===== config.mk =====
export PLATFORM = sky130hd
export DESIGN_NAME = jtp_tap
export DESIGN_NICKNAME = d
export VERILOG_FILES = /design/src/rtl/jtp_sync.v /design/src/rtl/jtp_tap.v
export VERILOG_INCLUDE_DIRS = /design/src /design/src/inc
export SDC_FILE = /design/constraint.sdc
export NUM_CORES = 1
export LEC_CHECK = 0
export BUFFER_PORTS_ARGS = -buffer_cell sky130_fd_sc_hd__buf_2
export CAP_MARGIN = 0
export CORE_UTILIZATION = 55
export DETAILED_ROUTE_END_ITERATION = 8
export GPL_ROUTABILITY_DRIVEN = 0
export GPL_TIMING_DRIVEN = 0
export PLACE_DENSITY_LB_ADDON = 0.25
export SLEW_MARGIN = 20
export SYNTH_ARGS = -nofsm -noshare
export SYNTH_HDL_FRONTEND = slang
export SYNTH_SLANG_ARGS = --single-unit

===== constraint.sdc =====
create_clock -name clk -period 2 [get_ports clk]
set_input_delay 0.2 -clock clk [delete_from_list [all_inputs] [get_ports clk]]
set_output_delay 0.2 -clock clk [all_outputs]
set_load 0.01 [all_outputs]

===== src/inc/jtp_regs.vh =====
// Constants for the test access port: instruction codes, state codes, widths
`ifndef JTP_REGS_VH
`define JTP_REGS_VH

`define JTP_IR_WIDTH 4
`define JTP_IR_EXTEST 4'h0
`define JTP_IR_INTEST 4'h1
`define JTP_IR_SAMPLE 4'h2
`define JTP_IR_ABORT 4'h8
`define JTP_IR_DPACC 4'hA
`define JTP_IR_APACC 4'hB
`define JTP_IR_IDCODE 4'hE
`define JTP_IR_BYPASS 4'hF
`define JTP_IR_CAPTURE 4'h1
`define JTP_IR_RESET 4'hE

`define JTP_ST_RESET 4'hF
`define JTP_ST_IDLE 4'hC
`define JTP_ST_SEL_DR 4'h7
`define JTP_ST_CAP_DR 4'h6
`define JTP_ST_SH_DR 4'h2
`define JTP_ST_EX1_DR 4'h1
`define JTP_ST_PAU_DR 4'h3
`define JTP_ST_EX2_DR 4'h0
`define JTP_ST_UPD_DR 4'h5
`define JTP_ST_SEL_IR 4'h4
`define JTP_ST_CAP_IR 4'hE
`define JTP_ST_SH_IR 4'hA
`define JTP_ST_EX1_IR 4'h9
`define JTP_ST_PAU_IR 4'hB
`define JTP_ST_EX2_IR 4'h8
`define JTP_ST_UPD_IR 4'hD

`define JTP_ID_WIDTH 32
`define JTP_BSC_WIDTH 8
`define JTP_SYNC_STAGES 2

`endif


===== src/rtl/jtp_sync.v =====
// Two-stage synchroniser for the test port pins
`timescale 1ns/1ps
module jtp_sync #(
  parameter WIDTH = 4
) (
  input wire clk,
  input wire sys_rst,
  input wire [WIDTH-1:0] async_in,
  output wire [WIDTH-1:0] sync_out
);
  reg [WIDTH-1:0] meta_q;
  reg [WIDTH-1:0] sync_q;

  always @(posedge clk) begin
    if (sys_rst) begin
      meta_q <= {WIDTH{1'b1}};
      sync_q <= {WIDTH{1'b1}};
    end else begin
      meta_q <= async_in;
      sync_q <= meta_q;
    end
  end

  assign sync_out = sync_q;
endmodule // jtp_sync


===== src/rtl/jtp_tap.v =====
// Test access port controller with instruction, bypass, ID and boundary chains
//
// Functional notes
// - State advances on test-clock rise using mode-select
// - Low test reset, once sampled, holds Test-Logic-Reset without test clock
// - Power-on reset also enters Test-Logic-Reset
// - Entering Test-Logic-Reset loads the ID instruction
// - Five high mode-select edges reach Test-Logic-Reset
// - Stopped test clock keeps all state
// - Data in sampled on rise, routed to chain
// - Data out undriven unless shifting
// - State picks chain kind; instruction picks data chain
// - Unimplemented instructions decode as bypass
// - External/internal test touch no chain
// - Capture loads chain; shift moves one bit
// - Update copies chain into parallel register
// - Pins default to test function, pull-ups on
// - Four-bit instruction chain with parallel stage
// - Code 1111 selects one-bit bypass
// - Code 1110 selects identification chain
`timescale 1ns/1ps
`include "jtp_regs.vh"
module jtp_tap #(
  parameter [`JTP_ID_WIDTH-1:0] ID_WORD = 32'h00000001, // Arbitrary ID value
  parameter BSC_WIDTH = `JTP_BSC_WIDTH
) (
  input wire clk,
  input wire sys_rst,
  input wire tck,
  input wire tms,
  input wire tdi,
  input wire trst_n,
  input wire [BSC_WIDTH-1:0] bsc_pins,
  output reg tdo_o,
  output reg tdo_oe,
  output wire tdo_pull_en,
  output wire tms_pull_en,
  output wire tdi_pull_en,
  output wire tck_pull_en,
  output wire trst_pull_en,
  output wire port_func_sel,
  output wire [`JTP_IR_WIDTH-1:0] cur_instr,
  output wire [3:0] tap_state,
  output wire [BSC_WIDTH-1:0] bsc_update,
  output wire ext_test_act,
  output wire int_test_act
);
  // Pin defaults: test function, all pull-ups on
  assign tdo_pull_en = 1'b1;
  assign tms_pull_en = 1'b1;
  assign tdi_pull_en = 1'b1;
  assign tck_pull_en = 1'b1;
  assign trst_pull_en = 1'b1;
  assign port_func_sel = 1'b1;

  //////////////////////////////////////////////////////////////////////////////
  // Pin sampling and test-clock edge finding
  wire [3:0] pins_s;
  jtp_sync #(
    .WIDTH(4)
  ) u_sync (
    .clk(clk),
    .sys_rst(sys_rst),
    .async_in({tck, tms, tdi, trst_n}),
    .sync_out(pins_s)
  );
  wire tck_s = pins_s[3];
  wire tms_s = pins_s[2];
  wire tdi_s = pins_s[1];
  wire trst_s_n = pins_s[0];
  reg tck_prev_q;
  always @(posedge clk) begin
    if (sys_rst) begin
      tck_prev_q <= 1'b1;
    end else begin
      tck_prev_q <= tck_s;
    end
  end
  // No edge while test clock stands still, so all state holds
  wire tck_rise = tck_s & ~tck_prev_q;
  wire tck_fall = ~tck_s & tck_prev_q;

  // Boundary pin values come from outside the clock domain
  wire [BSC_WIDTH-1:0] bsc_pins_s;
  jtp_sync #(
    .WIDTH(BSC_WIDTH)
  ) u_bsc_sync (
    .clk(clk),
    .sys_rst(sys_rst),
    .async_in(bsc_pins),
    .sync_out(bsc_pins_s)
  );

  //////////////////////////////////////////////////////////////////////////////
  // State machine
  reg [3:0] state_q;
  reg [3:0] state_d;
  assign tap_state = state_q;

  always @* begin
    state_d = state_q;
    case (state_q)
      `JTP_ST_RESET: state_d = tms_s ? `JTP_ST_RESET : `JTP_ST_IDLE;
      `JTP_ST_IDLE: state_d = tms_s ? `JTP_ST_SEL_DR : `JTP_ST_IDLE;
      `JTP_ST_SEL_DR: state_d = tms_s ? `JTP_ST_SEL_IR : `JTP_ST_CAP_DR;
      `JTP_ST_CAP_DR: state_d = tms_s ? `JTP_ST_EX1_DR : `JTP_ST_SH_DR;
      `JTP_ST_SH_DR: state_d = tms_s ? `JTP_ST_EX1_DR : `JTP_ST_SH_DR;
      `JTP_ST_EX1_DR: state_d = tms_s ? `JTP_ST_UPD_DR : `JTP_ST_PAU_DR;
      `JTP_ST_PAU_DR: state_d = tms_s ? `JTP_ST_EX2_DR : `JTP_ST_PAU_DR;
      `JTP_ST_EX2_DR: state_d = tms_s ? `JTP_ST_UPD_DR : `JTP_ST_SH_DR;
      `JTP_ST_UPD_DR: state_d = tms_s ? `JTP_ST_SEL_DR : `JTP_ST_IDLE;
      `JTP_ST_SEL_IR: state_d = tms_s ? `JTP_ST_RESET : `JTP_ST_CAP_IR;
      `JTP_ST_CAP_IR: state_d = tms_s ? `JTP_ST_EX1_IR : `JTP_ST_SH_IR;
      `JTP_ST_SH_IR: state_d = tms_s ? `JTP_ST_EX1_IR : `JTP_ST_SH_IR;
      `JTP_ST_EX1_IR: state_d = tms_s ? `JTP_ST_UPD_IR : `JTP_ST_PAU_IR;
      `JTP_ST_PAU_IR: state_d = tms_s ? `JTP_ST_EX2_IR : `JTP_ST_PAU_IR;
      `JTP_ST_EX2_IR: state_d = tms_s ? `JTP_ST_UPD_IR : `JTP_ST_SH_IR;
      `JTP_ST_UPD_IR: state_d = tms_s ? `JTP_ST_SEL_DR : `JTP_ST_IDLE;
      default: state_d = `JTP_ST_RESET;
    endcase
  end

  // Test reset is sampled, then acts at once regardless of test clock
  wire tap_reset = sys_rst | ~trst_s_n;
  wire adv = tck_rise;

  always @(posedge clk) begin
    if (tap_reset) begin
      state_q <= `JTP_ST_RESET;
    end else if (adv) begin
      state_q <= state_d;
    end
  end

  //////////////////////////////////////////////////////////////////////////////
  // Instruction chain and decode
  reg [`JTP_IR_WIDTH-1:0] ir_sh_q;
  reg [`JTP_IR_WIDTH-1:0] ir_q;
  assign cur_instr = ir_q;

  always @(posedge clk) begin
    if (tap_reset) begin
      ir_sh_q <= `JTP_IR_CAPTURE;
      ir_q <= `JTP_IR_RESET;
    end else if (adv) begin
      if (state_d == `JTP_ST_RESET) begin
        ir_q <= `JTP_IR_RESET;
      end
      case (state_q)
        `JTP_ST_CAP_IR: ir_sh_q <= `JTP_IR_CAPTURE;
        `JTP_ST_SH_IR: ir_sh_q <= {tdi_s, ir_sh_q[`JTP_IR_WIDTH-1:1]};
        `JTP_ST_UPD_IR: ir_q <= ir_sh_q;
        default: ir_sh_q <= ir_sh_q;
      endcase
    end
  end

  localparam [1:0] SEL_BYP = 2'h0;
  localparam [1:0] SEL_ID = 2'h1;
  localparam [1:0] SEL_BSC = 2'h2;
  localparam [1:0] SEL_NONE = 2'h3;
  reg [1:0] dsel;
  always @* begin
    case (ir_q)
      `JTP_IR_IDCODE: dsel = SEL_ID;
      `JTP_IR_SAMPLE: dsel = SEL_BSC;
      `JTP_IR_EXTEST: dsel = SEL_NONE;
      `JTP_IR_INTEST: dsel = SEL_NONE;
      default: dsel = SEL_BYP;
    endcase
  end
  assign ext_test_act = (ir_q == `JTP_IR_EXTEST);
  assign int_test_act = (ir_q == `JTP_IR_INTEST);

  //////////////////////////////////////////////////////////////////////////////
  // Data chains
  reg byp_q;
  reg [`JTP_ID_WIDTH-1:0] id_q;
  reg [BSC_WIDTH-1:0] bsc_sh_q;
  reg [BSC_WIDTH-1:0] bsc_upd_q;
  assign bsc_update = bsc_upd_q;

  always @(posedge clk) begin
    if (tap_reset) begin
      byp_q <= 1'b0;
      id_q <= {`JTP_ID_WIDTH{1'b0}};
      bsc_sh_q <= {BSC_WIDTH{1'b0}};
      bsc_upd_q <= {BSC_WIDTH{1'b0}};
    end else if (adv) begin
      case (state_q)
        `JTP_ST_CAP_DR: begin
          if (dsel == SEL_BYP) byp_q <= 1'b0;
          if (dsel == SEL_ID) id_q <= ID_WORD;
          if (dsel == SEL_BSC) bsc_sh_q <= bsc_pins_s;
        end
        `JTP_ST_SH_DR: begin
          if (dsel == SEL_BYP) byp_q <= tdi_s;
          if (dsel == SEL_ID) id_q <= {tdi_s, id_q[`JTP_ID_WIDTH-1:1]};
          if (dsel == SEL_BSC) bsc_sh_q <= {tdi_s, bsc_sh_q[BSC_WIDTH-1:1]};
        end
        `JTP_ST_UPD_DR: begin
          if (dsel == SEL_BSC) bsc_upd_q <= bsc_sh_q;
        end
        default: byp_q <= byp_q;
      endcase
    end
  end

  //////////////////////////////////////////////////////////////////////////////
  // Data out, changed on falling test-clock edge
  reg so_bit;
  always @* begin
    if (state_q == `JTP_ST_SH_IR) begin
      so_bit = ir_sh_q[0];
    end else begin
      case (dsel)
        SEL_ID: so_bit = id_q[0];
        SEL_BSC: so_bit = bsc_sh_q[0];
        default: so_bit = byp_q;
      endcase
    end
  end
  wire shifting = (state_q == `JTP_ST_SH_IR) |
    ((state_q == `JTP_ST_SH_DR) & (dsel != SEL_NONE));

  always @(posedge clk) begin
    if (tap_reset) begin
      tdo_o <= 1'b0;
      tdo_oe <= 1'b0;
    end else if (tck_fall) begin
      tdo_o <= so_bit;
      tdo_oe <= shifting;
    end
  end
endmodule // jtp_tap


==> results by group <==
Floorplan
  • Die ar.: 6500 um2
  • Ports: 40
  • Initial core utilization: 0.571
  • Die width: 80.6 um
  • Core area: 5960 um2
  • Row Count: 28
  • Die Ht: 80.6 um

Cells and area
  • Post-Route Utilization: 0.658
  • # diodes: 0
  • Filler instances: 504
  • Commonest non-fill, non-tap cells in the layout: dfxtp_1, nand2_1, buf_2
  • Layout area overhead: 15.2%
  • Layout Nets: 447
  • Layout cells sized above 1: 0.263
  • Most common cell after layout, fill and taps aside: dfxtp_1

Critical path
  • Crit end category: flop
  • Setup Crit Path Kind: flop to flop
  • Top delay family on crit path: simple AND/OR/NAND/NOR gates
  • Worst setup SP type: flop
  • CP peak stage delay: 0.35 ns
  • Crit path cell chain: nor3_2 -> nand2b_4 -> inv_1 -> ha_1 -> nor2b_1 -> and3_1 -> clkbuf_4 -> buf_6 -> o21ai_1 -> a31oi_1
  • Worst path slowest cell: dfxtp_2
  • Critical Path RT: 2.24 ns
  • Worst EP arrival: 2.16 ns
  • Critical path buffers and inverters: 3
  • Crit path max fanout: 10

Detailed routing
  • TritonRoute pass-1 iters: 4
  • Drt total wl: 6.35 mm
  • Vias per std cell: 5.35
  • DR iter-0 viols: 95
  • DR WL/cell: 12.5 um
  • Via count: 2725
  • # DRC: 0
  • Post-route ant nets: 0

Clocking
  • CTS tree: yes
  • CTS max path bufs: 2
  • H-tree levels: 3
  • Root Driver: clkbuf_8
  • Cts bufs inserted: 9
  • Hold_buf cts: 0
  • Worst-path clk slew: 0.09 ns
  • Clock sinks: 88
  • Skew-Pair Late Insertion Delay: 0.35 ns

Timing
  • Fin crit share: 0.960
  • Finish-stage setup viols: 0
  • Max-slew headroom: 0.654
  • Slack of the critical path: 0.0807 ns
  • Skew final: 0.0129 ns
  • Peak Freq: 521 MHz
  • Slew @ Worst Pin: 0.518 ns
  • Hold_ws: 0.0238 ns
  • Sum Neg Setup Slack: 0 ns
  • Max Slew Vio Count: 0
  • Final Hold Fails: 0
  • Post-layout minimum cycle time: 1.92 ns

Logic synthesis
  • Simple-Gate Fraction of Synth Area: 0.248
  • Main combinational cell family by area after synthesis: simple AND/OR/NAND/NOR gates
  • Synthesized instance count: 379
  • Syn Std Cell Area: 3400 um2
  • Synth Register Bits: 88
  • Post-Synth Adder-Cell Area: 0.0147
  • Mean Syn Cell Area: 8.98 um2
  • Synth Warn #: 0
  • Proportion of synthesized area in mux cells: 0.0265
  • Xor-xnor portion of the synthesized cell area: 0
  • Post-synthesis compound-gate area fraction: 0.128
  • Count of different cell masters after synthesis: 42
  • Register area share after synthesis: 0.518

Outcome
  • Status: completed

Global route
  • GRT Overall Usage: 0.210
  • Vias in the first global route: 2412
  • Initial antenna violation count: 0
  • Gr ovfl total: 0
  • Largest net degree at the start of global routing: 16
  • First-pass GRT wire length: 10.4 mm

Placement
  • HPWL Detailed: 4.30 mm
  • Pre-CTS setup slack: 0.0101 ns
  • IO Port Bufs: 33

Worst hold path
  • Worst hold path type: input port to flop

Pwr
  • Pwr Density: 797 nW/um2
  • Leakage: 1.55 nW
  • Worst vdd ir: 588 uV
  • Overall Power: 3.12 mW

Run
  • Max cap viols: 0
repair_timing:
| action | CTS | global route |
|---|---|---|
| pin swaps | 0 | 1 |
| setup buffers | 0 | 1 |
| setup endpoints to repair | 2 | 18 |
| resized for setup | 1 | 10 |
report_power, final:
part / internal (mW) / switching (mW) / total (mW)
combinational: 0.0456 / 0.0601 / 0.106
sequential: 1.77 / 0.00934 / 1.78
clock: 0.616 / 0.618 / 1.23
logic make-up after synthesis:
group                      Yosys count
and+or+nand+nor                    161
muxes                                9
DFF                                 88
other                                1
adders and majority gates            4
AOI/OAI and AO/OA                   76
buffers and inverters               40
registers in the layout, indices dropped and copies added (netlist names):
| signal | count |
|---|---|
| bsc_update | 8 |
| bsc_sh_q | 8 |
| tdo_oe | 1 |
| u_sync.meta_q | 4 |
| tck_prev_q | 1 |
| u_bsc_sync.sync_out | 8 |
| ir_sh_q | 4 |
| cur_instr | 4 |
| u_bsc_sync.meta_q | 8 |
| id_q | 32 |
| tdo_o | 1 |
| u_sync.sync_out | 4 |
| tap_state | 4 |
| byp_q | 1 |
synthesized netlist by cell type:
cell      number  area share
a211o_1        1      0.0026
a21o_1         1      0.0022
a21oi_1       40       0.059
a221oi_1       3      0.0077
a31oi_1        9       0.017
and2_1         2      0.0037
and2b_1        1      0.0022
and3_1         2      0.0037
and3_2         1      0.0022
and4b_1        1      0.0029
and4bb_2       1      0.0037
buf_1          1      0.0011
buf_2         10       0.015
buf_4         13       0.029
buf_6          1      0.0033
clkbuf_1       9      0.0099
clkbuf_2       1      0.0015
conb_1         1      0.0011
dfxtp_1       88        0.52
ha_1           4       0.015
inv_1          5      0.0055
mux2i_1        9       0.026
nand2_1       54       0.060
nand2b_1       6       0.011
nand3_1       36       0.053
nand3_2        1      0.0029
nand4_1        1      0.0018
nand4b_1       3      0.0077
nor2_1        11       0.012
nor2b_1        4      0.0074
nor2b_2        1      0.0026
nor3_1         4      0.0059
nor3b_1        1      0.0022
nor4_1         1      0.0018
nor4b_2        1      0.0044
o211ai_1       2      0.0044
o21ai_0       16       0.024
o22ai_1        1      0.0018
o32a_2         3      0.0099
or2_2         25       0.046
or3b_1         3      0.0077
or4b_1         1      0.0029
layout make-up:
type / count / area [um2] / share of cell area
Clock buffer: 10 / 138 / 0.0351
Inverter: 5 / 18.8 / 0.00479
Timing Repair Buffer: 34 / 173 / 0.0441
Buffer: 35 / 211 / 0.0540
Multi-Input combinational cell: 256 / 1450 / 0.370
Tap cell: 75 / 93.8 / 0.0240
Clock inverter: 6 / 65.1 / 0.0166
Sequential cell: 88 / 1770 / 0.451
final timing paths:
kind / from / to / slack [ns] / cells past startpoint
max: cur_instr[3]$_SDFFE_PP1P_ / bsc_sh_q[6]$_SDFFE_PP0P_ / 0.08 / 10
min: tms / u_sync.meta_q[2]$_SDFF_PP1_ / 0.02 / 2
max reg2reg: cur_instr[3]$_SDFFE_PP1P_ / bsc_sh_q[6]$_SDFFE_PP0P_ / 0.08 / 10
min reg2reg: u_bsc_sync.meta_q[2]$_SDFF_PP1_ / u_bsc_sync.sync_out[2]$_SDFF_PP1_ / 0.41 / 1
per-stage QoR:
| stage | area (um2) | std cells |
|---|---|---|
| 2_1_floorplan | 3420 | 384 |
| 3_3_place_gp | 3680 | 492 |
| 3_5_place_dp | 3680 | 492 |
| 4_1_cts | 3890 | 508 |
| 5_1_grt | 3920 | 509 |
| 6_report | 3920 | 509 |
routing by layer:
metal | share of wire | track usage | up-vias
met4 | 0.020 | 0.107 | 0
met1 | 0.45 | 0.252 | 1275
met3 | 0.034 | 0.0341 | 11
li1 | - | - | 1378
met2 | 0.49 | 0.358 | 61
met5 | 0 | 0 | -
(Power assumes the default switching activity.)
